<file path="src/rtl/pmc_cfg.svh">
// Register map, field positions, reset values and timing figures for the mic config block
`ifndef PMC_CFG_SVH
`define PMC_CFG_SVH

// Register byte offsets
`define PMC_OFS_EVENT_STATUS 12'h104
`define PMC_OFS_INT_ENABLE_SET 12'h304
`define PMC_OFS_INT_DISABLE 12'h308
`define PMC_OFS_MODULE_ENABLE 12'h500
`define PMC_OFS_CLK_DIVIDER 12'h504
`define PMC_OFS_CHANNEL_ROUTING 12'h508
`define PMC_OFS_LEFT_GAIN 12'h518

// Event bit positions, shared by status and enable registers
`define PMC_EV_BEGUN 0
`define PMC_EV_HALTED 1
`define PMC_EV_BUF_DONE 2

// Routing fields
`define PMC_ROUTE_OP_BIT 0
`define PMC_ROUTE_EDGE_BIT 1

// Clock rate field codes and divisors of the 32 MHz reference
`define PMC_RATE_1000K 32'h08000000
`define PMC_RATE_DEFAULT 32'h08400000
`define PMC_RATE_1067K 32'h08800000
`define PMC_DIV_1000K 6'h20
`define PMC_DIV_DEFAULT 6'h1f
`define PMC_DIV_1067K 6'h1e
`define PMC_REF_MHZ 32

// Gain codes
`define PMC_LOWEST_GAIN_CODE 7'h00
`define PMC_UNITY_GAIN_CODE 7'h28
`define PMC_HIGHEST_GAIN_CODE 7'h50

// Bus answers
`define PMC_RESP_OKAY 2'h0
`define PMC_RESP_SLVERR 2'h2

`endif

</file>
<file path="src/rtl/pmc_pkg.sv">
// Types shared by the mic config block
package pmc_pkg;
   // Capture state, binary codes written out
   typedef enum logic [0:0]
   {
      PMC_IDLE = 1'b0,
      PMC_RUN = 1'b1
   } pmc_state_t;

   // Packing mode of the routing register
   typedef enum logic
   {
      PMC_STEREO = 1'b0,
      PMC_MONO = 1'b1
   } pmc_op_t;
endpackage : pmc_pkg

</file>
<file path="src/rtl/pmc_top.sv">
// Mic interface configuration: AXI4-Lite registers, clock, edge routing, packing, events
//
// Design decision made here: the AXI4-Lite slave port.
`timescale 1ns/1ns
`include "pmc_cfg.svh"
module pmc_top
import pmc_pkg::*;
#(
   parameter int WORDS_PER_BUF = 16
)
(
   // Clock and reset
   input wire logic clk,
   input wire logic sys_rst,
   // AXI4-Lite write channels
   input wire logic [11:0] s_axi_awaddr,
   input wire logic s_axi_awvalid,
   output logic s_axi_awready,
   input wire logic [31:0] s_axi_wdata,
   input wire logic [3:0] s_axi_wstrb,
   input wire logic s_axi_wvalid,
   output logic s_axi_wready,
   output logic [1:0] s_axi_bresp,
   output logic s_axi_bvalid,
   input wire logic s_axi_bready,
   // AXI4-Lite read channels
   input wire logic [11:0] s_axi_araddr,
   input wire logic s_axi_arvalid,
   output logic s_axi_arready,
   output logic [31:0] s_axi_rdata,
   output logic [1:0] s_axi_rresp,
   output logic s_axi_rvalid,
   input wire logic s_axi_rready,
   // Reference and microphone pins
   input wire logic ref_tick,
   input wire logic mic_data_in,
   output logic mic_clock_out,
   // Raw bits and left gain code to the decimator
   output logic left_bit_valid,
   output logic left_bit,
   output logic right_bit_valid,
   output logic right_bit,
   output logic [6:0] left_gain_out,
   // Decimated samples in, packed RAM words out
   input wire logic sample_valid,
   input wire logic [15:0] sample_left,
   input wire logic [15:0] sample_right,
   output logic [31:0] ram_word,
   output logic ram_word_valid,
   // Interrupt
   output logic irq
);
   logic [2:0] int_en_reg;
   logic [2:0] status_reg;
   logic enable_reg;
   logic [31:0] rate_reg;
   pmc_op_t op_reg;
   logic edge_reg;
   logic [6:0] gain_reg;
   pmc_state_t state_reg;
   logic [11:0] aw_addr_reg;
   logic aw_held_reg;
   logic [31:0] w_data_reg;
   logic w_held_reg;
   logic [15:0] half_reg;
   logic half_full_reg;
   logic [15:0] word_cnt_reg;
   logic [2:0] event_next;
   logic do_write;
   logic [11:0] wa;
   logic [31:0] wd;
   logic mclk;
   logic rise_p;
   logic fall_p;
   logic left_edge;
   logic right_edge;
   logic word_done;

   // Offset decode, shared by read and write paths
   function automatic logic pmc_mapped(input logic [11:0] a);
      return a == `PMC_OFS_EVENT_STATUS || a == `PMC_OFS_INT_ENABLE_SET ||
             a == `PMC_OFS_INT_DISABLE || a == `PMC_OFS_MODULE_ENABLE ||
             a == `PMC_OFS_CLK_DIVIDER || a == `PMC_OFS_CHANNEL_ROUTING ||
             a == `PMC_OFS_LEFT_GAIN;
   endfunction : pmc_mapped

   // Rate code to divisor; unknown codes fall back to the default ratio
   function automatic logic [5:0] pmc_divisor(input logic [31:0] code);
      if (code == `PMC_RATE_1000K)
         return `PMC_DIV_1000K;
      else if (code == `PMC_RATE_1067K)
         return `PMC_DIV_1067K;
      else
         return `PMC_DIV_DEFAULT;
   endfunction : pmc_divisor

   // Write address and data may arrive in either order; each is held once taken
   assign wa = aw_held_reg ? aw_addr_reg : s_axi_awaddr;
   assign wd = w_held_reg ? w_data_reg : s_axi_wdata;
   assign do_write = (aw_held_reg || (s_axi_awvalid && s_axi_awready)) &&
                     (w_held_reg || (s_axi_wvalid && s_axi_wready)) && !s_axi_bvalid;

   // Write channel handshake; ready drops once a beat is held, until the response goes
   always_ff @(posedge clk)
   begin
      if (sys_rst)
      begin
         aw_held_reg <= 1'b0;
         w_held_reg <= 1'b0;
         aw_addr_reg <= 12'h000;
         w_data_reg <= 32'h00000000;
         s_axi_awready <= 1'b0;
         s_axi_wready <= 1'b0;
         s_axi_bvalid <= 1'b0;
         s_axi_bresp <= `PMC_RESP_OKAY;
      end
      else
      begin
         if (s_axi_awvalid && s_axi_awready)
            aw_addr_reg <= s_axi_awaddr;
         if (s_axi_wvalid && s_axi_wready)
            w_data_reg <= s_axi_wdata;
         if (do_write)
         begin
            aw_held_reg <= 1'b0;
            w_held_reg <= 1'b0;
            s_axi_bvalid <= 1'b1;
            s_axi_bresp <= pmc_mapped(wa) ? `PMC_RESP_OKAY : `PMC_RESP_SLVERR;
         end
         else
         begin
            if (s_axi_awvalid && s_axi_awready)
               aw_held_reg <= 1'b1;
            if (s_axi_wvalid && s_axi_wready)
               w_held_reg <= 1'b1;
         end
         if (s_axi_bvalid && s_axi_bready)
            s_axi_bvalid <= 1'b0;
         s_axi_awready <= !aw_held_reg && !(s_axi_awvalid && s_axi_awready) &&
                          !do_write && !s_axi_bvalid;
         s_axi_wready <= !w_held_reg && !(s_axi_wvalid && s_axi_wready) &&
                         !do_write && !s_axi_bvalid;
      end
   end

   // Configuration registers; byte lane 0 carries every narrow field
   always_ff @(posedge clk)
   begin
      if (sys_rst)
      begin
         enable_reg <= 1'b0;
         rate_reg <= `PMC_RATE_DEFAULT;
         op_reg <= PMC_STEREO;
         edge_reg <= 1'b0;
         gain_reg <= `PMC_UNITY_GAIN_CODE;
      end
      else if (do_write)
      begin
         if (wa == `PMC_OFS_MODULE_ENABLE && s_axi_wstrb[0])
            enable_reg <= wd[0];
         if (wa == `PMC_OFS_CLK_DIVIDER)
         begin
            for (int b = 0; b < 4; b++)
               if (s_axi_wstrb[b])
                  rate_reg[b*8 +: 8] <= wd[b*8 +: 8];
         end
         if (wa == `PMC_OFS_CHANNEL_ROUTING && s_axi_wstrb[0])
         begin
            op_reg <= pmc_op_t'(wd[`PMC_ROUTE_OP_BIT]);
            edge_reg <= wd[`PMC_ROUTE_EDGE_BIT];
         end
         // Codes above the top step clamp rather than wrap
         if (wa == `PMC_OFS_LEFT_GAIN && s_axi_wstrb[0])
            gain_reg <= (wd[7:0] > 8'h50) ? `PMC_HIGHEST_GAIN_CODE : wd[6:0];
      end
   end

   // Interrupt enables: set register adds, disable register removes
   always_ff @(posedge clk)
   begin
      if (sys_rst)
         int_en_reg <= 3'h0;
      else if (do_write && s_axi_wstrb[0])
      begin
         if (wa == `PMC_OFS_INT_ENABLE_SET)
            int_en_reg <= int_en_reg | wd[2:0];
         else if (wa == `PMC_OFS_INT_DISABLE)
            int_en_reg <= int_en_reg & ~wd[2:0];
      end
   end

   // Read channel: one cycle from address to data
   always_ff @(posedge clk)
   begin
      if (sys_rst)
      begin
         s_axi_arready <= 1'b0;
         s_axi_rvalid <= 1'b0;
         s_axi_rdata <= 32'h00000000;
         s_axi_rresp <= `PMC_RESP_OKAY;
      end
      else
      begin
         s_axi_arready <= !s_axi_rvalid && !(s_axi_arvalid && s_axi_arready);
         if (s_axi_arvalid && s_axi_arready)
         begin
            s_axi_rvalid <= 1'b1;
            s_axi_rresp <= pmc_mapped(s_axi_araddr) ? `PMC_RESP_OKAY : `PMC_RESP_SLVERR;
            unique case (s_axi_araddr)
               `PMC_OFS_EVENT_STATUS: s_axi_rdata <= {29'h0, status_reg};
               `PMC_OFS_INT_ENABLE_SET: s_axi_rdata <= {29'h0, int_en_reg};
               `PMC_OFS_INT_DISABLE: s_axi_rdata <= {29'h0, int_en_reg};
               `PMC_OFS_MODULE_ENABLE: s_axi_rdata <= {31'h0, enable_reg};
               `PMC_OFS_CLK_DIVIDER: s_axi_rdata <= rate_reg;
               `PMC_OFS_CHANNEL_ROUTING: s_axi_rdata <= {30'h0, edge_reg, op_reg};
               `PMC_OFS_LEFT_GAIN: s_axi_rdata <= {25'h0, gain_reg};
               default: s_axi_rdata <= 32'h00000000;
            endcase
         end
         else if (s_axi_rvalid && s_axi_rready)
            s_axi_rvalid <= 1'b0;
      end
   end

   // Run state follows the enable bit, one cycle behind
   always_ff @(posedge clk)
   begin
      if (sys_rst)
         state_reg <= PMC_IDLE;
      else
      begin
         unique case (state_reg)
            PMC_IDLE: if (enable_reg) state_reg <= PMC_RUN;
            PMC_RUN: if (!enable_reg) state_reg <= PMC_IDLE;
         endcase
      end
   end

   // Mic clock from the reference; divisor changes only land cleanly while capture_halted_event
   pmc_clk_gen #(.DIV_W(6)) u_clk_gen
   (
      .clk(clk),
      .sys_rst(sys_rst),
      .run(state_reg == PMC_RUN),
      .ref_tick(ref_tick),
      .divisor(pmc_divisor(rate_reg)),
      .mic_clk(mclk),
      .rise_pulse(rise_p),
      .fall_pulse(fall_p)
   );

   // Edge routing: right takes the edge opposite to left, sharing one data line
   assign left_edge = edge_reg ? rise_p : fall_p;
   assign right_edge = edge_reg ? fall_p : rise_p;

   // Bit capture and registered pin and gain outputs
   always_ff @(posedge clk)
   begin
      if (sys_rst)
      begin
         mic_clock_out <= 1'b0;
         left_bit_valid <= 1'b0;
         left_bit <= 1'b0;
         right_bit_valid <= 1'b0;
         right_bit <= 1'b0;
         left_gain_out <= `PMC_UNITY_GAIN_CODE;
      end
      else
      begin
         mic_clock_out <= mclk;
         left_gain_out <= gain_reg;
         left_bit_valid <= left_edge;
         right_bit_valid <= right_edge && op_reg == PMC_STEREO;
         if (left_edge)
            left_bit <= mic_data_in;
         if (right_edge)
            right_bit <= mic_data_in;
      end
   end

   // Sample packing into RAM words
   always_ff @(posedge clk)
   begin
      if (sys_rst || state_reg == PMC_IDLE)
      begin
         ram_word <= 32'h00000000;
         ram_word_valid <= 1'b0;
         half_reg <= 16'h0000;
         half_full_reg <= 1'b0;
      end
      else
      begin
         ram_word_valid <= 1'b0;
         if (sample_valid && op_reg == PMC_STEREO)
         begin
            ram_word <= {sample_right, sample_left};
            ram_word_valid <= 1'b1;
         end
         else if (sample_valid && half_full_reg)
         begin
            ram_word <= {sample_left, half_reg};
            ram_word_valid <= 1'b1;
            half_full_reg <= 1'b0;
         end
         else if (sample_valid)
         begin
            half_reg <= sample_left;
            half_full_reg <= 1'b1;
         end
      end
   end

   // Buffer word count for the buffer-done event
   assign word_done = ram_word_valid && (word_cnt_reg == 16'(WORDS_PER_BUF - 1));
   always_ff @(posedge clk)
   begin
      if (sys_rst || state_reg == PMC_IDLE)
         word_cnt_reg <= 16'h0000;
      else if (ram_word_valid)
         word_cnt_reg <= word_done ? 16'h0000 : word_cnt_reg + 16'h0001;
   end

   // Event sources
   assign event_next[`PMC_EV_BEGUN] = state_reg == PMC_IDLE && enable_reg;
   assign event_next[`PMC_EV_HALTED] = state_reg == PMC_RUN && !enable_reg;
   assign event_next[`PMC_EV_BUF_DONE] = word_done;

   // Sticky status; an event in the clearing cycle wins over the clear
   always_ff @(posedge clk)
   begin
      if (sys_rst)
         status_reg <= 3'h0;
      else if (do_write && wa == `PMC_OFS_EVENT_STATUS && s_axi_wstrb[0])
         status_reg <= (status_reg & ~wd[2:0]) | event_next;
      else
         status_reg <= status_reg | event_next;
   end

   // Level interrupt, gated by the enable bits
   always_ff @(posedge clk)
   begin
      if (sys_rst)
         irq <= 1'b0;
      else
         irq <= |(status_reg & int_en_reg);
   end
endmodule : pmc_top

</file>
<file path="src/rtl/pmc_clk_gen.sv">
// Microphone clock generator: divides reference ticks by a selectable ratio
`timescale 1ns/1ns
module pmc_clk_gen
#(
   parameter int DIV_W = 6
)
(
   // Clock and reset
   input wire logic clk,
   input wire logic sys_rst,
   // Control
   input wire logic run,
   input wire logic ref_tick,
   input wire logic [DIV_W-1:0] divisor,
   // Generated clock and edge strobes
   output logic mic_clk,
   output logic rise_pulse,
   output logic fall_pulse
);
   logic [DIV_W-1:0] count_reg;
   logic [DIV_W-1:0] half_w;

   // High for the first half period; odd ratios get the shorter high half
   assign half_w = divisor >> 1;

   // Reference tick counter, held at zero while capture_halted_event
   always_ff @(posedge clk)
   begin
      if (sys_rst || !run)
         count_reg <= '0;
      else if (ref_tick)
         count_reg <= (count_reg == divisor - 1'b1) ? '0 : count_reg + 1'b1;
   end

   // Clock level and one-cycle edge strobes, all registered
   always_ff @(posedge clk)
   begin
      if (sys_rst || !run)
      begin
         mic_clk <= 1'b0;
         rise_pulse <= 1'b0;
         fall_pulse <= 1'b0;
      end
      else
      begin
         rise_pulse <= ref_tick && (count_reg == '0);
         fall_pulse <= ref_tick && (count_reg == half_w);
         if (ref_tick && count_reg == '0)
            mic_clk <= 1'b1;
         else if (ref_tick && count_reg == half_w)
            mic_clk <= 1'b0;
      end
   end
endmodule : pmc_clk_gen

</file>
<file path="config.mk">
export PLATFORM = sky130hd
export DESIGN_NAME = pmc_top
export DESIGN_NICKNAME = d
export VERILOG_FILES = /design/src/rtl/pmc_pkg.sv /design/src/rtl/pmc_top.sv /design/src/rtl/pmc_clk_gen.sv
export VERILOG_INCLUDE_DIRS = /design/src /design/src/rtl
export SDC_FILE = /design/constraint.sdc
export NUM_CORES = 1
export LEC_CHECK = 0
export BUFFER_PORTS_ARGS = -buffer_cell sky130_fd_sc_hd__buf_2
export CORE_MARGIN = 2
export CORE_UTILIZATION = 56
export CTS_CLUSTER_DIAMETER = 120
export CTS_CLUSTER_SIZE = 14
export DETAILED_ROUTE_END_ITERATION = 7
export GPL_TIMING_DRIVEN = 0
export PLACE_DENSITY = 0.81
export SYNTH_ARGS = -nofsm -noshare
export SYNTH_HDL_FRONTEND = slang
export SYNTH_SLANG_ARGS = --single-unit
</file>
<file path="constraint.sdc">
create_clock -name clk -period 3.15 [get_ports clk]
set_input_delay 0.315 -clock clk [delete_from_list [all_inputs] [get_ports clk]]
set_output_delay 0.315 -clock clk [all_outputs]
set_load 0.1 [all_outputs]
</file>
==> flow_summary.json, run 1 <==
{
  "cts_buffer_depth": 3,
  "antenna_left": 0,
  "finalHoldViolCount": 0,
  "cp.arrival_ps": 2950,
  "drtPass1Iterations": 7,
  "start_util_pct": 56.8,
  "cts_tree": "built",
  "rsz0062_at_grt": "false",
  "gp_congestion": 0.889,
  "overflow": 0,
  "worst_slack_ps": 560,
  "path_clk_slew_ps": 70,
  "antenna_found_initial": 1,
  "critPathLaunchType": "flip-flop",
  "layout_commonest_cell": "dfxtp_1",
  "cts_setup_buffers": 0,
  "syn_area_mm2": 0.00976,
  "drv_slew": 0,
  "syn_avg_cell_area_um2": 8.74,
  "synth_cell_type_count": 73,
  "die_h_um": 136,
  "layout-drive-gt1-share_pct": 21.8,
  "viasPerCell": 5.87,
  "post_cts_resized": 0,
  "synth_seq_cells": 222,
  "synth_top_family_by_area": "simple AND/OR/NAND/NOR gates",
  "preCtsSetupSlack_ps": 764,
  "async_flop_share_pct": 0,
  "grt.busiest_layer": "met2",
  "outcome": "completed",
  "gr-usage-met1_pct": 36.8,
  "most-common-layout-cells": "dfxtp_1, buf_2, nand2_1",
  "dp_hpwl_um": 19900,
  "maxSlewHeadroom_pct": 44.3,
  "synthAdderAreaFrac_pct": 0.384,
  "grt_use_total_pct": 28.1,
  "muxShareOfSynthArea_pct": 4.93,
  "yosys.area_share.simple_pct": 21.7,
  "coreArea_mm2": 0.0172,
  "fillers": 1409,
  "power.ir.vdd_worst_v": 0.000405,
  "leakagePower_nw": 4.21,
  "grt_use_met3_pct": 4.40,
  "setup_tns_ps": 0,
  "tightest_slew_ps": 828,
  "root_buffer": "clkbuf_16",
  "fin_skew_ps": 6.84,
  "synth-edff-count": 0,
  "final.min_clock_period_ps": 2590,
  "dieArea_mm2": 0.0185,
  "min_period_over_period_pct": 82.2,
  "regArea_mm2": 0.00444,
  "fmax_ghz": 0.386,
  "die_w_um": 136,
  "drc_errors": 0,
  "synth_compound_area_share_pct": 21.2,
  "finalWirelength_um": 27100,
  "io_buffers": 181,
  "wl_per_cell_um": 17.5,
  "cts_sinks": 222,
  "crit_type": "flip-flop to flip-flop",
  "synth_cells": 1117,
  "ys_seq_area_share_pct": 45.5,
  "ys_warn_count": 0,
  "drt_iter0_markers": 707,
  "final-setup-viol-count": 0,
  "h-tree-depth": 1,
  "power_density_mw_per_mm2": 482,
  "grt_max_degree": 15,
  "grt_pass1_wl_um": 41900,
  "num_vias": 9082,
  "boundaryPins": 189,
  "synthXorXnorAreaFrac_pct": 1.70,
  "fin_nets": 1425,
  "worstSetupEndpointType": "flip-flop",
  "syn_to_final_growth_pct": 17.3,
  "grt_pass1_vias": 8304,
  "synth_ff_type": "dfxtp_1",
  "min-delay-path-class": "input port to flip-flop",
  "cts-hold-fix-buffers": 0,
  "grt_util_met2_pct": 48.0,
  "rows": 48,
  "clock_latency_ps": 500,
  "maxCapViolations": 0,
  "path_max_fanout": 10,
  "multi_input_area_mm2": 0.00488,
  "numCtsBuffers": 19,
  "worstPathRequired_ps": 3510
}
-- where the power goes --
group,total (W),leakage (nW),switching [W],internal [W]
registers,0.00288,1.79,0.0000290,0.00285
logic,0.000558,2.17,0.000383,0.000175
clock network,0.00209,0.246,0.000990,0.00110
total,0.00552,4.21,0.00140,0.00412
-- critical path, stage by stage (launching register included) --
cell and delay, ps:
dfxtp_1 340, buf_6 170, mux2i_1 340, o21ai_0 280
nor4_1 790, nor2_1 100, a211oi_1 430
-- kinds of logic after synthesis --
family          after synthesis
simple gates                407
compound gates              323
flops                       222
buf+inv                      95
mux                          47
xor+xnor                     19
fa+ha+maj                     3
other cells                   1
-- cells in the mapped netlist (all sizes together), types with 10 or more instances --
cell type | n | share of area, %
inv | 11 | 0.42
nand2b | 12 | 0.77
o21ai | 75 | 3.9
nor3 | 19 | 0.97
xor2 | 13 | 1.2
a21oi | 159 | 8.7
nor4 | 23 | 2.4
mux2i | 41 | 4.2
a211oi | 38 | 3.9
nor2b | 10 | 0.64
nand3b | 28 | 2.2
nor2 | 51 | 2.0
buf | 30 | 2.1
nand2 | 167 | 6.4
clkbuf | 54 | 2.1
dfxtp | 222 | 46
nand3 | 45 | 2.3
-- metal layers --
| metal | up-vias | wire, um | part of all wire, % |
|---|---|---|---|
| li1 | 4386 | - | - |
| met1 | 4249 | 11400 | 42 |
| met2 | 397 | 12800 | 47 |
| met3 | 50 | 2220 | 8.2 |
| met4 | 0 | 682 | 2.5 |
| met5 | - | 0 | 0 |
-- worst paths after layout --
kind,startpoint,endpoint,slack [ps],depth (start not counted)
hold reg to reg,s_axi_rdata[25],s_axi_rdata[25],450,2
setup / recovery,aw_held_reg,op_reg,560,6
setup reg to reg,aw_held_reg,op_reg,560,6
hold / removal,s_axi_wdata[28],w_data_reg[28],60,3
-- layout make-up --
| class | count | share of cell area, % |
|---|---|---|
| repair buffers | 181 | 7.91 |
| multi-input cells | 801 | 42.6 |
| clock buffers | 20 | 4.27 |
| inverters | 11 | 0.360 |
| plain buffers | 84 | 3.52 |
| diodes | 1 | 0.0218 |
| clock inverters | 1 | 0.0765 |
| well taps | 225 | 2.46 |
| flip-flops and latches | 222 | 38.8 |
-- metrics by stage --
step | cell area (um^2) | total power [W] | hold slack (ps) | cells | utilization, %
floorplan | 9770 | 0.00330 | 398 | 1118 | -
global placement | 11000 | 0.00348 | 437 | 1524 | 63.8
detailed placement | 11000 | 0.00349 | 442 | 1524 | 63.8
CTS | 11500 | 0.00552 | 53.6 | 1545 | 66.7
global route | 11500 | 0.00567 | 60.6 | 1546 | 66.7
finish | 11500 | 0.00552 | 61.7 | 1546 | 66.7
Power figures use the tool's default switching activity.
==> inputs of run 2 (changes only) <==
- ABC_AREA: default -> 1
- CORE_UTILIZATION: 56 -> 55
- PLACE_DENSITY: 0.81 -> 0.8
- clock period: 3.15 -> 2.6 ns (I/O delays scaled with it)
==> run 2 against run 1 <==
Net effect: core utilization fell by 1.1 points; register-to-register slack got worse by 90 ps; via count grew 6.2%; sequential share of layout area increased by 0.80 points; hold slack got worse by 40 ps; die area fell by 0.77%; cell area is 2.0% lower; count of clock-buffer cells in the layout unchanged; clock power grew 20%; first-iteration DRC count grew 11%; sequential power is 23% higher; critical path type unchanged; highest routed layer unchanged.
==> flow_summary.json, run 2 <==
{
  "fin_skew_ps": 7.04,
  "synth_cell_type_count": 45,
  "synthTopCellsByCount": "nand2_1, dfxtp_1, o21ai_0",
  "min_period_over_period_pct": 82.0,
  "hold_slack_ps": 22.0,
  "maxSlewHeadroom_pct": 55.1,
  "syn_to_final_growth_pct": 18.0,
  "synth_ff_type": "dfxtp_1",
  "r2r_start": "s_axi_awready",
  "critPathLaunchType": "flip-flop",
  "gr-usage-met1_pct": 38.1,
  "gp_congestion": 0.885,
  "rsz0062_at_grt": "false",
  "synth_cells": 1323,
  "diodes": 0,
  "synth_seq_cells": 222,
  "die_h_um": 136,
  "path_max_fanout": 10,
  "worstPathRequired_ps": 2960,
  "synth-edff-count": 0,
  "numCtsBuffers": 19,
  "cts_tree": "built",
  "rows": 48,
  "layout_commonest_cell": "nand2_1",
  "final.min_clock_period_ps": 2130,
  "cts_setup_buffers": 0,
  "grt_use_met3_pct": 4.71,
  "drtPass1Iterations": 5,
  "synth_top_area_share_pct": 46.7,
  "grt_util_met2_pct": 46.7,
  "grt.busiest_layer": "met2",
  "start_util_pct": 55.6,
  "root_buffer": "clkbuf_16",
  "ys_seq_area_share_pct": 46.7,
  "cp.arrival_ps": 2500,
  "die_w_um": 136,
  "async_flop_share_pct": 0,
  "worstSetupEndpointType": "flip-flop",
  "setup_tns_ps": 0,
  "power_density_mw_per_mm2": 621,
  "most-common-layout-cells": "nand2_1, dfxtp_1, buf_2",
  "multi_input_area_mm2": 0.00417,
  "leakagePower_nw": 4.81,
  "post_cts_resized": 0,
  "outcome": "completed",
  "r2r_slack_ps": 470,
  "regArea_mm2": 0.00444,
  "grt_max_degree": 15,
  "h-tree-depth": 1,
  "ys_top_cells_by_area": "dfxtp_1, nand2_1, o21ai_0",
  "synth_compound_area_share_pct": 21.1,
  "yosysMostFrequentCell": "nand2_1",
  "fillers": 1512,
  "tightest_slew_ps": 672,
  "fin_nets": 1636,
  "fmax_ghz": 0.469,
  "wl_per_cell_um": 15.1,
  "finalWirelength_um": 26600,
  "boundaryPins": 189,
  "dp_hpwl_um": 19800,
  "dieArea_mm2": 0.0184,
  "layout-drive-gt1-share_pct": 15.9,
  "syn_area_mm2": 0.00951,
  "endpoint": "edge_reg",
  "antenna_left": 0,
  "viasPerCell": 5.50,
  "maxCapViolations": 0,
  "coreArea_mm2": 0.0171,
  "grt_pass1_vias": 8860,
  "path_clk_slew_ps": 60,
  "synth.largest_area_cell": "dfxtp_1",
  "drt_iter0_markers": 784,
  "grt_pass1_wl_um": 42500,
  "clock_latency_ps": 490,
  "critPathLaunch": "s_axi_awready",
  "power.ir.vdd_worst_v": 0.000442,
  "grt_use_total_pct": 28.6,
  "antenna_found_initial": 0,
  "drv_slew": 0,
  "ys_warn_count": 0,
  "synthAdderAreaFrac_pct": 0.395,
  "cts_sinks": 222,
  "finalHoldViolCount": 0,
  "min-delay-path-class": "input port to flip-flop",
  "overflow": 0,
  "syn_avg_cell_area_um2": 7.19,
  "drc_errors": 0,
  "cts-hold-fix-buffers": 1,
  "num_vias": 9645,
  "muxShareOfSynthArea_pct": 0.237,
  "worst_r2r_path_depth": 11,
  "cts_buffer_depth": 3,
  "final-setup-viol-count": 0,
  "synthXorXnorAreaFrac_pct": 0.737,
  "crit_type": "flip-flop to flip-flop",
  "yosys.area_share.simple_pct": 21.3,
  "synth_top_family_by_area": "simple AND/OR/NAND/NOR gates",
  "io_buffers": 185,
  "r2r_end": "edge_reg"
}
run 2: changes by cell type after synthesis, sizes merged, moves of 10 or more:
| cell | before | now |
|---|---|---|
| a211oi | 38 | 0 |
| buf | 30 | 18 |
| inv | 11 | 162 |
| mux2i | 41 | 1 |
| nand2 | 167 | 247 |
| nand2b | 12 | 0 |
| nand3 | 45 | 58 |
| nand3b | 28 | 0 |
| nor2 | 51 | 125 |
| nor2b | 10 | 0 |
| nor4 | 23 | 5 |
| o21ai | 75 | 180 |
| o22ai | 8 | 38 |
run 2: power breakdown:
part	switching [W]	leakage (nW)	internal, W
clock	0.00117	0.241	0.00132
sequential	0.0000494	1.80	0.00350
combinational	0.000701	2.77	0.000222
total	0.00192	4.81	0.00504
run 2: per-layer routing:
metal / vias up / share of wire, % / wire [um]
li1: 4770 / - / -
met1: 4464 / 44 / 11600
met2: 343 / 46 / 12200
met3: 68 / 6.8 / 1800
met4: 0 / 3.6 / 961
met5: - / 0 / 0
run 2: critical path, stage by stage, from the launching register on:
cell	delay, ps
dfxtp_1	350
nand2_1	150
inv_2	190
nor2_1	100
inv_2	70
nand3_2	250
inv_2	170
nand2_4	90
inv_4	120
nand3_1	180
o21ai_0	240
a21oi_1	90
run 2: area by class of cell:
class	count	area share (%)
flip-flops and latches	222	39.6
well taps	225	2.51
plain buffers	64	2.50
repair buffers	186	8.34
inverters	164	5.53
clock buffers	20	4.36
multi-input cells	874	37.2
run 2: worst min-delay path by stage:
stage	startpoint	end	slack, ps	cells after the start
detailed placement	u_clk_gen.mic_clk	mic_clock_out	430	2
CTS	s_axi_rready	s_axi_rvalid	20	4
finish	s_axi_wdata[16]	w_data_reg[16]	20	3
floorplan	s_axi_bready	s_axi_bvalid	370	1
global placement	u_clk_gen.mic_clk	mic_clock_out	430	2
global route	s_axi_wdata[17]	w_data_reg[17]	30	3
run 2: cell families (layout without fill, tap and decap cells):
| kind of cell | count (synthesis) | count (layout) |
|---|---|---|
| adder cells (fa/ha/maj) | 3 | 3 |
| flip-flops | 222 | 222 |
| other | 1 | 2 |
| XOR/XNOR | 8 | 8 |
| multiplexers | 1 | 1 |
| buffers and inverters | 228 | 434 |
| AND/OR/NAND/NOR | 477 | 477 |
| AO/OA/AOI/OAI | 383 | 383 |
run 2: metrics by stage:
| stage | cell area (um^2) | instances | worst slack (ps) | total power, W | utilization [%] |
|---|---|---|---|---|---|
| floorplan | 9520 | 1324 | 156 | 0.00426 | - |
| global placement | 10700 | 1734 | 526 | 0.00451 | 62.7 |
| detailed placement | 10700 | 1734 | 494 | 0.00453 | 62.7 |
| CTS | 11200 | 1755 | 507 | 0.00697 | 65.6 |
| global route | 11200 | 1755 | 297 | 0.00718 | 65.6 |
| finish | 11200 | 1755 | 468 | 0.00697 | 65.6 |
==> inputs of run 3 (changes only) <==
- clock period: 2.6 -> 2 ns (I/O delays scaled with it)
==> run 3 against run 2 <==
Net effect: die area did not move; sequential power rose by 30%; first-iteration DRC count rose by 14%; critical path depth did not move; worst setup slack got worse by 370 ps; largest cell class unchanged; sequential share of layout area fell by 1.8 points; hold slack got worse by 12 ps; register-to-register slack got worse by 370 ps.
==> flow_summary.json, run 3 (synthesized netlist as in run 2, its figures left out) <==
{
  "final_area_mm2": 0.0118,
  "h-tree-depth": 1,
  "grt_pass1_wl_um": 44200,
  "clock_latency_ps": 500,
  "final.min_clock_period_ps": 1900,
  "maxCapViolations": 0,
  "grt_max_degree": 16,
  "grt_pass1_vias": 9208,
  "hold_path_startpoint": "sample_right[2]",
  "grt_use_total_pct": 29.7,
  "io_buffers": 185,
  "diodes": 0,
  "min_period_over_period_pct": 95.1,
  "total_power_w": 0.00922,
  "viasPerCell": 5.52,
  "num_vias": 9975,
  "crit_type": "flip-flop to flip-flop",
  "die_h_um": 136,
  "regArea_mm2": 0.00445,
  "finalWirelength_um": 28000,
  "final-setup-viol-count": 0,
  "cts_sinks": 222,
  "tightest_slew_ps": 659,
  "die_w_um": 136,
  "maxSlewHeadroom_pct": 56.0,
  "cts_tree": "built",
  "critPathLaunchType": "flip-flop",
  "dieArea_mm2": 0.0184,
  "gp_congestion": 0.925,
  "fin_skew_ps": 23.8,
  "boundaryPins": 189,
  "cts_buffer_depth": 3,
  "min-delay-path-class": "input port to flip-flop",
  "layout-drive-gt1-share_pct": 17.0,
  "rows": 48,
  "numCtsBuffers": 19,
  "r2r_start": "s_axi_wready",
  "worstPathRequired_ps": 2370,
  "outcome": "completed",
  "fillers": 1447,
  "drtPass1Iterations": 7,
  "root_buffer": "clkbuf_16",
  "path_max_fanout": 10,
  "multi_input_area_mm2": 0.00422,
  "antenna_left": 0,
  "drt_iter0_markers": 893,
  "drc_errors": 0,
  "dp_hpwl_um": 19800,
  "critPathLaunch": "s_axi_wready",
  "power_density_mw_per_mm2": 782,
  "overflow": 0,
  "drv_slew": 0,
  "cp.arrival_ps": 2280,
  "fin_nets": 1685,
  "finalHoldViolCount": 0,
  "leakagePower_nw": 5.07,
  "fmax_ghz": 0.526,
  "coreArea_mm2": 0.0171,
  "syn_to_final_growth_pct": 24.0,
  "layout_commonest_cell": "nand2_1",
  "most-common-layout-cells": "nand2_1, dfxtp_1, buf_2",
  "wl_per_cell_um": 15.5,
  "antenna_found_initial": 0,
  "power.ir.vdd_worst_v": 0.000644,
  "start_util_pct": 55.6,
  "worstSetupEndpointType": "flip-flop",
  "dpl_cell_area_mm2": 0.0107,
  "path_clk_slew_ps": 70,
  "r2r_slack_ps": 100
}
## run 3: cell types whose count changed in the layout (fill, tap and decap cells not counted), moves of 4 or more
cell	previous run	this run
clkbuf_1	46	39
nor2_4	1	5
dfxtp_1	222	218
dlygate4sd3_1	1	43
buf_4	2	8
clkbuf_2	0	8
## run 3: worst paths after layout
path,to,depth (start not counted)
hold / removal,ram_word[18],3
setup reg to reg,edge_reg,11
hold reg to reg,mic_clock_out,2
setup / recovery,edge_reg,11
## run 3: timing repair
item / in CTS / in global routing
endpoints found under the hold margin: 43 / 0
setup endpoints to repair: 42 / 84
pin swaps: 0 / 2
buffers inserted: 0 / 7
hold buffers: 43 / 0
gates cloned: 0 / 0
gates resized for setup: 2 / 29
## run 3: per-layer routing
layer  up-vias  part of all wire (%)  global-route usage (%)
met5         -                     0                       0
met1      4555                    42                    39.2
met2       470                    47                    49.3
li1       4849                     -                       -
met3       101                   7.8                    4.98
met4         0                   3.8                    10.8
## run 3: critical path, stage by stage, from the launching register on
cell	delay [ps]
dfxtp_4	340
nand2_1	170
inv_2	180
nor2_1	60
inv_1	130
nand3_4	130
inv_2	110
nand2_4	80
inv_4	110
nand3_1	190
o21ai_0	210
a21oi_1	60
## run 3: per-stage QoR
stage	hold WS, ps	setup WS, ps	TNS, ps	instances	utilization (%)
after floorplan	314	40.6	0	1324	-
final	9.77	98.3	0	1806	68.9
after global placement	406	-30.0	-285	1734	62.7
after CTS	1.44	23.9	0	1799	68.2
after global routing	8.65	-24.9	-63.8	1806	68.9
after detailed placement	422	-63.4	-1430	1734	62.7
## run 3: power by group
| group | switching (W) | internal (W) | total [W] |
|---|---|---|---|
| combinational | 0.000950 | 0.000360 | 0.00131 |
| sequential | 0.0000654 | 0.00455 | 0.00461 |
| clock | 0.00156 | 0.00174 | 0.00330 |
| total | 0.00258 | 0.00664 | 0.00922 |
## run 3: area by class of cell
cell class	instances	area share (%)
Buffer	64	2.46
Clock buffer	21	4.18
Clock inverter	1	0.0742
Inverter	164	5.30
Multi-Input combinational cell	874	35.8
Sequential cell	222	37.8
Tap cell	225	2.39
Timing Repair Buffer	235	12.0
